### config.mk
export PLATFORM = sky130hd
export DESIGN_NAME = spc_top
export DESIGN_NICKNAME = d
export VERILOG_FILES = /design/src/core/spc_pkg.sv /design/src/core/spc_top.sv /design/src/core/spc_ctrl.sv
export SDC_FILE = /design/constraint.sdc
export NUM_CORES = 1
export LEC_CHECK = 0
export ABC_AREA = 0
export BUFFER_PORTS_ARGS = -buffer_cell sky130_fd_sc_hd__buf_2
export CORE_ASPECT_RATIO = 0.9
export CORE_MARGIN = 3
export CORE_UTILIZATION = 62
export DETAILED_ROUTE_END_ITERATION = 10
export PLACE_DENSITY_LB_ADDON = 0.3
export SKIP_CTS_REPAIR_TIMING = 1
export SLEW_MARGIN = 25
export SYNTH_ARGS = -nofsm -noshare
export SYNTH_HDL_FRONTEND = slang
export SYNTH_SLANG_ARGS = --single-unit
### constraint.sdc
create_clock -name sys_clk -period 4.8 [get_ports sys_clk]
set_input_delay 0.72 -clock sys_clk [delete_from_list [all_inputs] [get_ports sys_clk]]
set_output_delay 0.72 -clock sys_clk [all_outputs]
set_load 0.05 [all_outputs]
### src/core/spc_pkg.sv
package spc_pkg;
   // Peripheral bus address of the combined pointer register
   localparam logic [3:0] SPC_ADDR_STACK_POINTERS = 4'h9;
   localparam logic [15:0] SPC_RESET_VALUE = 16'h0000;
   // Field positions inside the combined register
   localparam int SPC_PSP_LSB = 0;
   localparam int SPC_RSP_LSB = 8;
   localparam int SPC_FIELD_W = 8;
   // Pointer masks per variant
   localparam logic [7:0] SPC_MASK_8 = 8'hFF;
   localparam logic [7:0] SPC_MASK_6 = 8'h3F;
   localparam logic [7:0] SPC_ONE = 8'h01;
   localparam logic [8:0] SPC_CNT_ONE = 9'h001;
   localparam logic [8:0] SPC_CNT_ZERO = 9'h000;

   // Build-time variant selection
   typedef enum logic [1:0] {
      SPC_VAR_PRE8 = 2'h0,
      SPC_VAR_POST6 = 2'h1,
      SPC_VAR_POST8 = 2'h3
   } spc_variant_t;

   // Stack operation request from the core to one controller
   typedef struct packed {
      logic push;
      logic pop;
   } spc_op_t;

   // Peripheral bus request
   typedef struct packed {
      logic rd;
      logic wr;
      logic [3:0] addr;
      logic [15:0] wdata;
   } spc_bus_t;
endpackage

### src/core/spc_top.sv
`timescale 1ns/100ps
module spc_top
   import spc_pkg::*;
#(
   parameter spc_variant_t VARIANT = SPC_VAR_PRE8
) (
   input wire logic sys_clk,
   input wire logic resetn,
   input wire spc_bus_t bus,
   output logic [15:0] rdata,
   input wire spc_op_t pstack_op,
   input wire spc_op_t rstack_op,
   output logic [7:0] pstack_addr,
   output logic [7:0] rstack_addr,
   output logic [1:0] underflow_req
);
   typedef struct packed {
      logic [15:0] rdata;
   } spc_top_state_t;

   spc_top_state_t state_reg;
   spc_top_state_t state_next;
   logic hit_wr;
   logic hit_rd;
   logic [7:0] psp;
   logic [7:0] rsp;
   logic [15:0] packed_ptrs;
   spc_op_t p_op_eff;
   spc_op_t ch_op [2];
   logic [7:0] ch_ptr [2];
   logic [7:0] ch_addr [2];

   // Decode of the single register address
   assign hit_wr = bus.wr && (bus.addr == SPC_ADDR_STACK_POINTERS);
   assign hit_rd = bus.rd && (bus.addr == SPC_ADDR_STACK_POINTERS);

   // A register read delivers its value onto the parameter stack, so it is a push
   always_comb begin
      p_op_eff = pstack_op;
      p_op_eff.push = pstack_op.push | hit_rd;
   end

   // Index 0 serves the parameter stack, index 1 the return stack
   assign ch_op[0] = p_op_eff;
   assign ch_op[1] = rstack_op;

   // Two identical controllers; only the operand source and field position differ
   for (genvar ch = 0; ch < 2; ch++) begin : g_stack
      localparam int LSB = (ch == 0) ? SPC_PSP_LSB : SPC_RSP_LSB;
      spc_ctrl #(.VARIANT(VARIANT)) u_ctrl (
         .sys_clk(sys_clk),
         .resetn(resetn),
         .op(ch_op[ch]),
         .load(hit_wr),
         .load_val(bus.wdata[LSB +: SPC_FIELD_W]),
         .ptr(ch_ptr[ch]),
         .mem_addr(ch_addr[ch]),
         .underflow(underflow_req[ch])
      );
   end

   // Named views of the array keep the packing and the checks readable
   assign psp = ch_ptr[0];
   assign rsp = ch_ptr[1];
   assign pstack_addr = ch_addr[0];
   assign rstack_addr = ch_addr[1];

   // Pack pointers; unused bits read zero through the controller mask
   assign packed_ptrs = {rsp, psp};

   // Read data is captured from the pointers before the read's own push lands
   always_comb begin
      state_next = state_reg;
      if (hit_rd) begin
         state_next.rdata = packed_ptrs;
      end
   end

   always_ff @(posedge sys_clk or negedge resetn) begin
      if (!resetn) begin
         state_reg <= '{rdata: SPC_RESET_VALUE};
      end else begin
         state_reg <= state_next;
      end
   end

   assign rdata = state_reg.rdata;

   property p_read_value;
      @(posedge sys_clk) disable iff (!resetn)
      hit_rd |=> rdata == $past(packed_ptrs);
   endproperty
   a_read_value: assert property (p_read_value) else $error("read data mismatch");

   property p_read_push;
      @(posedge sys_clk) disable iff (!resetn)
      (hit_rd && !hit_wr && !pstack_op.pop) |=> psp != $past(psp);
   endproperty
   a_read_push: assert property (p_read_push) else $error("read did not push");

   property p_write_both;
      @(posedge sys_clk) disable iff (!resetn)
      (hit_wr && VARIANT != SPC_VAR_POST6) |=> packed_ptrs == $past(bus.wdata);
   endproperty
   a_write_both: assert property (p_write_both) else $error("write not loaded");

   // A 6-bit build drops the upper bits of each field on a write
   property p_wr6;
      @(posedge sys_clk) disable iff (!resetn)
      (hit_wr && VARIANT == SPC_VAR_POST6) |=>
         packed_ptrs == ($past(bus.wdata) & {SPC_MASK_6, SPC_MASK_6});
   endproperty
   a_wr6: assert property (p_wr6) else $error("masked write not loaded");

   // Read data stands until the next read, so software may sample it late
   property p_rd_hold;
      @(posedge sys_clk) disable iff (!resetn)
      !hit_rd |=> $stable(rdata);
   endproperty
   a_rd_hold: assert property (p_rd_hold) else $error("rdata moved");

   // With no request at all both pointers keep their value
   property p_idle_hold;
      @(posedge sys_clk) disable iff (!resetn)
      (!hit_wr && !hit_rd && pstack_op == '0 && rstack_op == '0) |=> $stable(packed_ptrs);
   endproperty
   a_idle_hold: assert property (p_idle_hold) else $error("pointers drifted");

   // The read result lands on the parameter stack only
   property p_rsp_keep;
      @(posedge sys_clk) disable iff (!resetn)
      (hit_rd && !hit_wr && rstack_op == '0) |=> $stable(rsp);
   endproperty
   a_rsp_keep: assert property (p_rsp_keep) else $error("read moved return ptr");

   // A read together with a core push is still one push, never two
   property p_rd_once;
      @(posedge sys_clk) disable iff (!resetn)
      (hit_rd && !hit_wr && pstack_op.push && !pstack_op.pop) |=>
         ((psp - $past(psp)) & SPC_MASK_6) == SPC_ONE;
   endproperty
   a_rd_once: assert property (p_rd_once) else $error("read push counted twice");

   // Pre-increment read stores its value one above the current pointer
   property p_pre_rd;
      @(posedge sys_clk) disable iff (!resetn)
      (VARIANT == SPC_VAR_PRE8 && hit_rd) |-> pstack_addr == psp + SPC_ONE;
   endproperty
   a_pre_rd: assert property (p_pre_rd) else $error("pre read addr");

   // Pre-increment pop reads at the pointer itself
   property p_pre_pop;
      @(posedge sys_clk) disable iff (!resetn)
      (VARIANT == SPC_VAR_PRE8 && rstack_op.pop && !rstack_op.push) |-> rstack_addr == rsp;
   endproperty
   a_pre_pop: assert property (p_pre_pop) else $error("pre pop addr");

   // Post-increment push writes at the pointer itself
   property p_post_push;
      @(posedge sys_clk) disable iff (!resetn)
      (VARIANT != SPC_VAR_PRE8 && rstack_op.push && !rstack_op.pop) |-> rstack_addr == rsp;
   endproperty
   a_post_push: assert property (p_post_push) else $error("post push addr");

   // A 6-bit build never addresses beyond its 64 locations
   property p_span6;
      @(posedge sys_clk) disable iff (!resetn)
      (VARIANT == SPC_VAR_POST6) |-> ((pstack_addr | rstack_addr) & ~SPC_MASK_6) == 8'h00;
   endproperty
   a_span6: assert property (p_span6) else $error("address out of span");

   // Post builds never raise underflow; the item count is kept but the flag is held at zero
   property p_post_nouf;
      @(posedge sys_clk) disable iff (!resetn)
      (VARIANT != SPC_VAR_PRE8) |-> underflow_req == 2'h0;
   endproperty
   a_post_nouf: assert property (p_post_nouf) else $error("post underflow");

   // A parameter underflow only follows a parameter pop
   property p_puf_src;
      @(posedge sys_clk) disable iff (!resetn)
      underflow_req[0] |-> ($past(p_op_eff.pop) && !$past(hit_wr));
   endproperty
   a_puf_src: assert property (p_puf_src) else $error("stray param underflow");

   // A return underflow only follows a return pop
   property p_ruf_src;
      @(posedge sys_clk) disable iff (!resetn)
      underflow_req[1] |-> ($past(rstack_op.pop) && !$past(hit_wr));
   endproperty
   a_ruf_src: assert property (p_ruf_src) else $error("stray return underflow");

   // Push and pop in one cycle cancel, so the pointer stays put
   property p_cancel;
      @(posedge sys_clk) disable iff (!resetn)
      (rstack_op.push && rstack_op.pop && !hit_wr) |=> $stable(rsp);
   endproperty
   a_cancel: assert property (p_cancel) else $error("push and pop moved ptr");

   // A write restarts item counting, so it can never raise underflow
   property p_wr_nouf;
      @(posedge sys_clk) disable iff (!resetn)
      hit_wr |=> underflow_req == 2'h0;
   endproperty
   a_wr_nouf: assert property (p_wr_nouf) else $error("underflow after write");
endmodule // spc_top

### src/core/spc_ctrl.sv
`timescale 1ns/100ps
// One stack controller: pointer, access address and underflow tracking
module spc_ctrl
   import spc_pkg::*;
#(
   parameter spc_variant_t VARIANT = SPC_VAR_PRE8
) (
   input wire logic sys_clk,
   input wire logic resetn,
   input wire spc_op_t op,
   input wire logic load,
   input wire logic [7:0] load_val,
   output logic [7:0] ptr,
   output logic [7:0] mem_addr,
   output logic underflow
);
   typedef struct packed {
      logic [7:0] ptr;
      logic [8:0] count;
      logic uflow;
   } spc_ctrl_state_t;

   spc_ctrl_state_t state_reg;
   spc_ctrl_state_t state_next;
   logic [7:0] mask;
   logic is_pre;

   assign mask = (VARIANT == SPC_VAR_POST6) ? SPC_MASK_6 : SPC_MASK_8;
   assign is_pre = (VARIANT == SPC_VAR_PRE8);

   // Pointer update; masking gives circular wrap in both directions
   always_comb begin
      state_next = state_reg;
      state_next.uflow = 1'b0;
      if (load) begin
         state_next.ptr = load_val & mask;
         state_next.count = SPC_CNT_ZERO;
      end else if (op.push && !op.pop) begin
         state_next.ptr = (state_reg.ptr + SPC_ONE) & mask;
         state_next.count = state_reg.count + SPC_CNT_ONE;
      end else if (op.pop && !op.push) begin
         state_next.ptr = (state_reg.ptr - SPC_ONE) & mask;
         if (state_reg.count == SPC_CNT_ZERO) begin
            state_next.uflow = is_pre;
         end else begin
            state_next.count = state_reg.count - SPC_CNT_ONE;
         end
      end
   end

   // Pre variant accesses new pointer on push, current on pop; post variant the reverse
   always_comb begin
      if (is_pre) begin
         mem_addr = op.push ? ((state_reg.ptr + SPC_ONE) & mask) : state_reg.ptr;
      end else begin
         mem_addr = op.pop ? ((state_reg.ptr - SPC_ONE) & mask) : state_reg.ptr;
      end
   end

   always_ff @(posedge sys_clk or negedge resetn) begin
      if (!resetn) begin
         state_reg <= '0;
      end else begin
         state_reg <= state_next;
      end
   end

   assign ptr = state_reg.ptr;
   assign underflow = state_reg.uflow;

   property p_push_inc;
      @(posedge sys_clk) disable iff (!resetn)
      (op.push && !op.pop && !load) |=> ptr == ((($past(ptr)) + SPC_ONE) & mask);
   endproperty
   a_push_inc: assert property (p_push_inc) else $error("push did not advance pointer");

   property p_pop_dec;
      @(posedge sys_clk) disable iff (!resetn)
      (op.pop && !op.push && !load) |=> ptr == ((($past(ptr)) - SPC_ONE) & mask);
   endproperty
   a_pop_dec: assert property (p_pop_dec) else $error("pop did not retreat pointer");

   property p_load;
      @(posedge sys_clk) disable iff (!resetn)
      load |=> ptr == ($past(load_val) & mask);
   endproperty
   a_load: assert property (p_load) else $error("load value not taken");

   property p_post_pop_addr;
      @(posedge sys_clk) disable iff (!resetn)
      (!is_pre && op.pop) |-> mem_addr == ((ptr - SPC_ONE) & mask);
   endproperty
   a_post_pop_addr: assert property (p_post_pop_addr) else $error("post pop address");

   property p_uflow;
      @(posedge sys_clk) disable iff (!resetn)
      (is_pre && op.pop && !op.push && !load && state_reg.count == SPC_CNT_ZERO) |=> underflow;
   endproperty
   a_uflow: assert property (p_uflow) else $error("underflow not raised");

   property p_range;
      @(posedge sys_clk) disable iff (!resetn)
      (ptr & ~mask) == 8'h00;
   endproperty
   a_range: assert property (p_range) else $error("pointer out of range");
endmodule // spc_ctrl

==> results of run 1 <==
## worst reg2reg max path, stage by stage (launching register included)
cell	delay [ns]
dfrtp_1	0.53
inv_1	0.11
ha_1	0.25
nor4b_4	0.18
a31oi_1	0.62
o21ai_0	0.19
a32o_1	0.30
## per-stage QoR
stage / total power [W] / hold WS [ns] / util [%]
floorplan: 0.00174 / 0.424 / -
global placement: 0.00194 / 0.457 / 69.0
detailed placement: 0.00199 / 0.477 / 69.0
CTS: 0.00226 / 0.502 / 70.7
global route: 0.00242 / 0.528 / 70.7
finish: 0.00226 / 0.501 / 70.7
## layout make-up
cell class | instances | share of cell area [%]
Tap cell | 70 | 2.15
Inverter | 15 | 1.38
Clock inverter | 3 | 0.646
Sequential cell | 52 | 32.0
Multi-Input combinational cell | 332 | 54.3
Timing Repair Buffer | 63 | 7.87
Clock buffer | 5 | 1.69
## worst min-delay path by stage
stage	depth (start not counted)	startpoint	slack, ns	to
2_1_floorplan	0	resetn	0.42	g_stack[0].u_ctrl.ptr[0]
3_3_place_gp	2	rdata[8]	0.46	rdata[8]
3_5_place_dp	2	rdata[0]	0.48	rdata[0]
4_1_cts	2	rdata[0]	0.50	rdata[0]
5_1_grt	2	rdata[1]	0.53	rdata[1]
6_report	2	resetn	0.50	rdata[2]
## power by group through the flow
stage	sequential [W]	combinational, W	clock, W
after floorplan	0.000872	0.000867	0
after global placement	0.000842	0.00110	0
after detailed placement	0.000855	0.00113	0
after CTS	0.000847	0.00114	0.000282
after global routing	0.000886	0.00124	0.000298
final	0.000855	0.00114	0.000273
## logic make-up after synthesis
logic type | after synthesis
simple gates | 171
buf+inv | 54
xor+xnor | 24
mux | 17
flops | 52
fa+ha+maj | 11
compound gates | 109
## synthesized netlist by cell type (5+ instances only)
master	count
nor2_1	32
a22oi_1	5
mux2_2	11
mux2i_1	6
nor4_1	6
a21oi_1	17
inv_1	15
or4_1	6
buf_2	16
ha_1	11
clkbuf_1	19
nand2b_1	9
a31oi_1	7
o21ai_0	27
xnor2_1	13
o211ai_1	9
nand2_1	42
nand4_1	12
nand3_1	17
o31ai_1	5
nor3_1	18
nor2b_1	6
dfrtp_1	52
xor2_1	11
## layer usage
| metal | vias to the layer above | global-route usage [%] | routed length (um) |
|---|---|---|---|
| met3 | 18 | 5.06 | 678 |
| met2 | 171 | 42.1 | 4260 |
| li1 | 1665 | - | - |
| met1 | 1688 | 36.6 | 3980 |
| met4 | 0 | 9.05 | 142 |
| met5 | - | 0 | 0 |
==> impl_metrics.py, run 1 <==
metrics = {
    "die": {
        "floorplan.die_area_sq_mm": 0.00701,
        "initial_core_util_pct": 65.1,
        "core.rowCount": 26,
        "core_area_sq_mm": 0.00576,
        "design.portCount": 62,
        "fp.dieH_um": 79.7,
        "floorplan.die.width_um": 87.9,
    },
    "timing": {
        "min_period_over_period_pct": 69.8,
        "worst_slew_slack_as_a_fraction_of_its_limit_pct": 42.8,
        "layout_setup_ws_ns": 1.45,
        "report.final.setup_viol": 0,
        "final-max-slew-violation-count": 0,
        "finalSetupTns_ns": 0,
        "worst-slew-pin-transition_ns": 0.857,
        "hold_violations": 0,
        "fin_clk_skew_ns": 0.00931,
        "grt_setup_unrepaired": "no",
        "fmaxAchievable_mhz": 299,
        "post_layout_minimum_cycle_time_ns": 3.35,
    },
    "final_layout": {
        "multiInputGateArea_sq_mm": 0.00221,
        "largest_reg_flops": 18,
        "n_antenna_cell": 0,
        "fin_area_sq_mm": 0.00407,
        "final-seq-area_sq_mm": 0.00130,
        "mostFrequentLayoutCell": "buf_2",
        "area_delta_synth_final_pct": 8.65,
        "nFillCells": 463,
        "layout.nets": 508,
        "finish.cell_count_without_fillers": 540,
        "final_layout_size_suffix_gt1_share_pct": 19.4,
        "highest_count_cells_in_the_layout_ignoring_fill_and_taps": "buf_2, dfrtp_1, nand2_1",
    },
    "yosys": {
        "synth.avg_cell_area_sq_um": 8.55,
        "synthCells": 438,
        "yosys.area_share.simple_pct": 25.1,
        "synth.area.mux_share_pct": 4.91,
        "synth_edf_count": 0,
        "ys.warnings.count": 0,
        "sequential_share_of_the_synthesized_area_pct": 34.7,
        "ys_ff_latch": 52,
        "synth.area.top_cells": "dfrtp_1, nand2_1, ha_1",
        "synth_xor_xnor_area_share_pct": 5.61,
        "synthDominantAreaCellType": "dfrtp_1",
        "synth-compound-area-share_pct": 19.7,
        "synth_fp_nets": 477,
        "synthFlopType": "dfrtp_1",
        "dominant_combinational_cell_family_by_area_after_synthesis": "simple AND/OR/NAND/NOR gates",
        "synth.top_cell.area_share_pct": 34.7,
        "ys_types": 63,
        "post_synth_fa_ha_maj_area_fraction_pct": 3.67,
        "postSynth.asyncResetShare_pct": 100,
        "mappedNetlistArea_sq_mm": 0.00375,
    },
    "place": {
        "dp_hpwl_mm": 6.25,
        "placed_cells_incl_taps": 532,
        "gp_routability_congestion": 0.881,
        "dpl_worst_slack_ns": 1.21,
        "dpl-instance-area_sq_mm": 0.00398,
        "port_buffers": 61,
    },
    "routing": {
        "finalWirelength_mm": 9.07,
        "drc_markers": 0,
        "post_drt_via_cell_ratio": 6.56,
        "wl_per_cell_um": 16.8,
        "vias": 3542,
        "drt_first_pass_iters": 6,
        "antenna_violating_nets_post_route": 0,
        "dr.first_iter.drc_count": 343,
    },
    "grt": {
        "global_route.overflow_total": 0,
        "grt_use_total_pct": 26.7,
        "grt_max_degree": 53,
        "antenna_found_initial": 0,
        "wire_length_of_the_first_global_routing_pass_mm": 15.0,
        "grt_pass1_vias": 3260,
    },
    "run_status": {
        "status": "finished, final reports clean",
    },
    "power_and_ir_drop": {
        "p_per_area_mw_per_mm2": 556,
        "clock_power_share_pct": 12.0,
        "vdd_drop_max_uv": 284,
        "pwr-share-comb_pct": 50.2,
        "switching_share_pct": 53.0,
        "switchingPower_w": 0.00120,
        "power.internal_w": 0.00106,
        "leakage_nw": 1.77,
        "share_seq_of_total_power_pct": 37.8,
    },
    "critical_path": {
        "cp_data_arrival_time_ns": 3.55,
        "r2r_setup_slack_ns": 2.52,
        "crit_slowest_cell": "ha_1",
        "cp_num_buf_inv": 3,
        "cp_top_delay_family": "compound AO/OA/AOI/OAI gates",
        "critPathRequiredTime_ns": 5.00,
        "r2r_cells": 6,
        "timing.critical_path.cells": "buf_2, and4bb_1, a21oi_2, inv_1, ha_1, inv_1, a31oi_1, o21ai_0, a32o_1",
        "critical_path.max_fanout": 26,
        "worstSetupEndpointType": "flop",
        "crit_path_max_incr_delay_ns": 0.70,
        "worstSetupEndpoint": "g_stack[0].u_ctrl.state_reg[8]",
        "cp-startpoint": "bus[18]",
        "path_class": "input pin to flop",
        "cp-start-kind": "input pin",
        "cp_common_cell": "inv_1",
        "timing.critical_path.depth": 9,
        "r2r-start": "g_stack[0].u_ctrl.state_reg[1]",
        "reg2reg_to": "g_stack[0].u_ctrl.state_reg[8]",
    },
    "clock_tree": {
        "clock_insertion_delay_worst_skew_ns": 0.32,
        "clock-root-buffer": "clkbuf_8",
        "cts_max_path_buffers": 2,
        "cts.clk_slew.worst_paths_ns": 0.11,
        "tritoncts": "yes",
        "cts_htree_levels": 2,
        "cts.sink_count": 52,
        "number_of_cts_inserted_buffers": 5,
    },
    "flow_run": {
        "max_cap_viol_count": 0,
    },
    "worst_hold_path": {
        "min-delay-path-class": "input pin to async pin",
    },
}
No activity file was read; power rests on OpenSTA's default activity.
==> run 2, diff against run 1 <==
--- a/config.mk
+++ b/config.mk
@@ -9,7 +9,7 @@
 export BUFFER_PORTS_ARGS = -buffer_cell sky130_fd_sc_hd__buf_2
 export CORE_ASPECT_RATIO = 0.9
 export CORE_MARGIN = 3
-export CORE_UTILIZATION = 62
+export CORE_UTILIZATION = 52
 export DETAILED_ROUTE_END_ITERATION = 10
 export PLACE_DENSITY_LB_ADDON = 0.3
 export SKIP_CTS_REPAIR_TIMING = 1
==> constraint.sdc (replaced) <==
create_clock -name sys_clk -period 3.01 [get_ports sys_clk]
set_input_delay 0.4515 -clock sys_clk [delete_from_list [all_inputs] [get_ports sys_clk]]
set_output_delay 0.4515 -clock sys_clk [all_outputs]
set_load 0.05 [all_outputs]
==> run 2 against run 1 <==
Clock power is 52% higher. First-iteration DRC count is 36% lower. Hold slack worse by 0.25 ns. Worst setup slack worse by 0.98 ns. Clock skew is 0.0045 ns higher. Clock-buffer cell count stayed put. Die area is 18% higher. Critical endpoint is now pstack_addr[6].
==> impl_metrics.py, run 2 (synthesized netlist as in run 1, its figures left out) <==
metrics = {
    "critical_path": {
        "r2r_setup_slack_ns": 0.97,
        "path_class": "flop to primary output",
        "cp_data_arrival_time_ns": 2.09,
        "cp-start-kind": "flop",
        "critPathRequiredTime_ns": 2.56,
        "reg2reg_to": "g_stack[0].u_ctrl.state_reg[4]",
        "worstSetupEndpointType": "primary output",
        "r2r-start": "g_stack[0].u_ctrl.state_reg[1]",
        "critical_path.max_fanout": 9,
        "r2r_cells": 7,
    },
    "place": {
        "dp_hpwl_mm": 6.56,
        "dpl-instance-area_sq_mm": 0.00405,
        "placed_cells_incl_taps": 558,
        "gp_routability_congestion": 0.894,
        "port_buffers": 61,
    },
    "final_layout": {
        "highest_count_cells_in_the_layout_ignoring_fill_and_taps": "buf_2, dfrtp_1, nand2_1",
        "mostFrequentLayoutCell": "buf_2",
        "largest_reg_flops": 18,
        "fin_area_sq_mm": 0.00414,
        "area_delta_synth_final_pct": 10.4,
        "final_layout_size_suffix_gt1_share_pct": 20.4,
        "finish.cell_count_without_fillers": 566,
        "layout.nets": 514,
        "n_antenna_cell": 0,
    },
    "routing": {
        "drc_markers": 0,
        "post_drt_via_cell_ratio": 6.18,
        "routed.top_layer": "met4",
        "detail_route.wirelength.met1_mm": 4.31,
        "routed-wl-met2_mm": 4.21,
        "vias": 3498,
        "antenna_violating_nets_post_route": 0,
        "wl_met3_um": 655,
        "drt_first_pass_iters": 5,
        "dr.first_iter.drc_count": 221,
        "finalWirelength_mm": 9.27,
        "wl_per_cell_um": 16.4,
    },
    "die": {
        "fp.dieH_um": 86.5,
        "initial_core_util_pct": 55.1,
        "core_area_sq_mm": 0.00680,
        "floorplan.die.width_um": 95.5,
        "core.rowCount": 28,
        "design.portCount": 62,
        "floorplan.die_area_sq_mm": 0.00826,
    },
    "flow_run": {
        "max_cap_viol_count": 0,
    },
    "grt": {
        "global_route.overflow_total": 0,
        "antenna_found_initial": 0,
        "grt_max_degree": 53,
        "grt_use_total_pct": 23.3,
        "wire_length_of_the_first_global_routing_pass_mm": 15.7,
        "grt_pass1_vias": 3250,
    },
    "timing": {
        "min_period_over_period_pct": 84.5,
        "finalSetupTns_ns": 0,
        "final-max-slew-violation-count": 0,
        "grt_setup_unrepaired": "no",
        "report.final.setup_viol": 0,
        "worst_slew_slack_as_a_fraction_of_its_limit_pct": 50.4,
        "hold_violations": 0,
        "post_layout_minimum_cycle_time_ns": 2.54,
        "fmaxAchievable_mhz": 393,
        "fin_clk_skew_ns": 0.0138,
        "worst-slew-pin-transition_ns": 0.738,
    },
    "clock_tree": {
        "cts.sink_count": 52,
        "cts_max_path_buffers": 2,
        "tritoncts": "yes",
        "number_of_cts_inserted_buffers": 5,
        "cts.clk_slew.worst_paths_ns": 0.11,
        "cts_htree_levels": 2,
        "clock_insertion_delay_worst_skew_ns": 0.30,
        "clock-root-buffer": "clkbuf_8",
    },
    "power_and_ir_drop": {
        "p_per_area_mw_per_mm2": 870,
        "power_w": 0.00360,
        "vdd_drop_max_uv": 415,
        "leakage_nw": 1.80,
    },
    "run_status": {
        "status": "finished, final reports clean",
    },
    "worst_hold_path": {
        "min-delay-path-class": "input pin to async pin",
    },
}
-- run 2: worst max-delay path by stage --
stage	endpoint	start
global placement	g_stack[0].u_ctrl.state_reg[8]	bus[18]
detailed placement	g_stack[0].u_ctrl.state_reg[2]	bus[18]
CTS	pstack_addr[6]	g_stack[0].u_ctrl.ptr[0]
finish	pstack_addr[6]	g_stack[0].u_ctrl.ptr[0]
floorplan	g_stack[0].u_ctrl.state_reg[7]	bus[18]
global route	rstack_addr[7]	g_stack[1].u_ctrl.ptr[2]
-- run 2: per-layer routing --
metal	vias up	GRT usage (%)
met5	-	0
met4	0	4.26
met3	12	3.47
met2	141	37.4
met1	1671	33.6
li1	1674	-
-- run 2: metrics by stage --
| stage | utilization (%) | setup slack, ns | hold WS, ns |
|---|---|---|---|
| CTS | 60.9 | 0.498 | 0.292 |
| finish | 60.9 | 0.468 | 0.255 |
| floorplan | - | 0.541 | 0.156 |
| global route | 60.9 | 0.317 | 0.323 |
| detailed placement | 59.5 | 0.448 | 0.468 |
| global placement | 59.5 | 0.525 | 0.457 |
-- run 2: layout make-up --
| cell class | count | area, sq um |
|---|---|---|
| repair buffers | 69 | 365 |
| clock inverters | 3 | 22.5 |
| fillers | 588 | 2660 |
| flip-flops and latches | 52 | 1300 |
| inverters | 15 | 56.3 |
| multi-input cells | 332 | 2210 |
| clock buffers | 5 | 68.8 |
| well taps | 90 | 113 |
-- run 2: report_power, final --
group | leakage, nW | internal [W] | switching [W]
logic | 1.09 | 0.000606 | 0.00122
clock network | 0.0485 | 0.000167 | 0.000247
registers | 0.665 | 0.000929 | 0.000431
total | 1.80 | 0.00170 | 0.00190
-- run 2: critical path: stages, from the launching register on --
cell	delay [ns]
dfrtp_1	0.54
ha_1	0.31
nand3_1	0.23
nor3_1	0.28
xnor2_1	0.15
buf_2	0.29
==> run 3, diff against run 2 <==
==> constraint.sdc (replaced) <==
create_clock -name sys_clk -period 2.2 [get_ports sys_clk]
set_input_delay 0.33 -clock sys_clk [delete_from_list [all_inputs] [get_ports sys_clk]]
set_output_delay 0.33 -clock sys_clk [all_outputs]
set_load 0.05 [all_outputs]
==> run 3 against run 2 <==
Utilization is 4.3 points higher. Cell area is 7.1% higher. Clock-buffer cell count stayed put. Sequential power is 32% higher. Wire length is 4.2% higher. Die area stayed put.
==> impl_metrics.py, run 3 (synthesized netlist as in run 1, its figures left out) <==
metrics = {
    "routing": {
        "antenna_violating_nets_post_route": 0,
        "dr.first_iter.drc_count": 231,
        "drc_markers": 0,
        "wl_per_cell_um": 16.3,
        "vias": 3620,
        "finalWirelength_mm": 9.65,
        "post_drt_via_cell_ratio": 6.10,
        "drt_first_pass_iters": 5,
    },
    "critical_path": {
        "timing.critical_path.cells": "nand2_1, or4_1, nand2_1, buf_2",
        "cp_common_cell": "nand2_1",
        "r2r_cells": 7,
        "worstSetupEndpointType": "primary output",
        "cp_data_arrival_time_ns": 1.80,
        "path_class": "flop to primary output",
        "r2r_setup_slack_ns": 0.23,
        "critPathRequiredTime_ns": 1.87,
        "reg2reg_to": "g_stack[0].u_ctrl.ptr[6]",
        "critical_path.max_fanout": 8,
        "cp-start-kind": "flop",
        "crit_path_max_incr_delay_ns": 0.54,
        "crit_slowest_cell": "dfrtp_1",
        "r2r-start": "g_stack[0].u_ctrl.ptr[1]",
    },
    "final_layout": {
        "area_delta_synth_final_pct": 18.3,
        "mostFrequentLayoutCell": "buf_2",
        "layout.nets": 541,
        "largest_reg_flops": 18,
        "final_core_utilization_pct": 65.2,
        "n_antenna_cell": 0,
        "final_layout_size_suffix_gt1_share_pct": 26.2,
        "highest_count_cells_in_the_layout_ignoring_fill_and_taps": "buf_2, dfrtp_1, nand2_1",
    },
    "grt": {
        "grt_use_total_pct": 23.9,
        "grt_pass1_vias": 3288,
        "antenna_found_initial": 0,
        "wire_length_of_the_first_global_routing_pass_mm": 15.9,
        "grt_max_degree": 31,
        "global_route.overflow_total": 0,
    },
    "timing": {
        "report.final.setup_viol": 0,
        "worst_slew_slack_as_a_fraction_of_its_limit_pct": 54.3,
        "grt_setup_unrepaired": "no",
        "final-max-slew-violation-count": 0,
        "min_period_over_period_pct": 96.6,
        "hold_violations": 0,
        "fin_worst_hold_slack_ns": 0.0391,
        "worst-slew-pin-transition_ns": 0.685,
        "post_layout_minimum_cycle_time_ns": 2.13,
        "fin_clk_skew_ns": 0.0124,
        "fmaxAchievable_mhz": 470,
        "finalSetupTns_ns": 0,
    },
    "power_and_ir_drop": {
        "share_seq_of_total_power_pct": 34.6,
        "switching_share_pct": 50.8,
        "clock_power_share_pct": 13.5,
        "leakage_nw": 1.94,
        "vdd_drop_max_uv": 789,
        "pwr-share-comb_pct": 51.9,
        "p_per_area_mw_per_mm2": 1170,
        "power.internal_w": 0.00255,
        "switchingPower_w": 0.00263,
    },
    "die": {
        "core_area_sq_mm": 0.00680,
        "floorplan.die_area_sq_mm": 0.00826,
        "design.portCount": 62,
        "fp.dieH_um": 86.5,
        "core.rowCount": 28,
        "initial_core_util_pct": 55.1,
        "floorplan.die.width_um": 95.5,
    },
    "clock_tree": {
        "tritoncts": "yes",
        "cts.clk_slew.worst_paths_ns": 0.11,
        "cts.sink_count": 52,
        "clock-root-buffer": "clkbuf_8",
        "number_of_cts_inserted_buffers": 5,
        "clock_insertion_delay_worst_skew_ns": 0.32,
        "cts_htree_levels": 2,
        "cts_max_path_buffers": 2,
    },
    "flow_run": {
        "max_cap_viol_count": 0,
    },
    "worst_hold_path": {
        "min-delay-path-class": "input pin to async pin",
    },
    "run_status": {
        "status": "finished, final reports clean",
    },
    "place": {
        "gp_routability_congestion": 0.909,
        "dp_hpwl_mm": 7.10,
        "port_buffers": 61,
    },
}
==> run 3: cell types whose count changed in the layout (fill, tap and decap cells not counted), sizes merged <==
cell,previous run,this run
clkinv,2,1
clkbuf,5,9
bufinv,0,1
buf,69,92
==> run 3: final cells by class <==
type / instances / area (sq um)
clock buffers: 5 / 68.8
clock inverters: 3 / 46.3
fillers: 549 / 2360
inverters: 15 / 56.3
multi-input cells: 332 / 2240
flip-flops and latches: 52 / 1310
well taps: 90 / 113
repair buffers: 96 / 606
==> run 3: power by group through the flow <==
| stage | Sequential [W] | Clock [W] | Combinational, W |
|---|---|---|---|
| floorplan | 0.00190 | 0 | 0.00190 |
| global placement | 0.00176 | 0 | 0.00261 |
| detailed placement | 0.00179 | 0 | 0.00266 |
| CTS | 0.00177 | 0.000706 | 0.00267 |
| global route | 0.00186 | 0.000748 | 0.00293 |
| finish | 0.00179 | 0.000699 | 0.00268 |
==> run 3: critical path, delay by kind of cell, from the launching register on <==
family / cells / cell delay, ns
buf+inv: 1 / 0.26
flops: 1 / 0.54
simple gates: 3 / 0.68
==> run 3: worst max-delay path by stage <==
stage          slack (ns)                  endpoint                      from
4_1_cts             -0.04            pstack_addr[6]  g_stack[0].u_ctrl.ptr[0]
5_1_grt             0.001            rstack_addr[7]  g_stack[1].u_ctrl.ptr[5]
2_1_floorplan       0.002  g_stack[0].u_ctrl.ptr[7]                   bus[18]
3_3_place_gp         0.07  g_stack[0].u_ctrl.ptr[2]                   bus[16]
3_5_place_dp        -0.02  g_stack[0].u_ctrl.ptr[6]                   bus[16]
6_report             0.07            rstack_addr[7]  g_stack[1].u_ctrl.ptr[5]
==> run 3: layer usage <==
metal / routed length (um) / global-route usage, % / part of all wire [%]
met5: 0 / 0 / 0
met4: 139 / 5.68 / 1.4
met3: 632 / 2.69 / 6.5
met1: 4300 / 35.3 / 45
met2: 4580 / 37.6 / 47
==> run 3: through the flow <==
| stage | instance area, sq um | power, W | std cells | setup WS [ns] |
|---|---|---|---|---|
| global placement | 4280 | 0.00437 | 584 | 0.0741 |
| finish | 4430 | 0.00517 | 593 | 0.0738 |
| detailed placement | 4280 | 0.00445 | 584 | -0.0239 |
| global route | 4430 | 0.00553 | 593 | 0.00117 |
| floorplan | 3760 | 0.00380 | 438 | 0.00179 |
| CTS | 4390 | 0.00514 | 592 | -0.0365 |
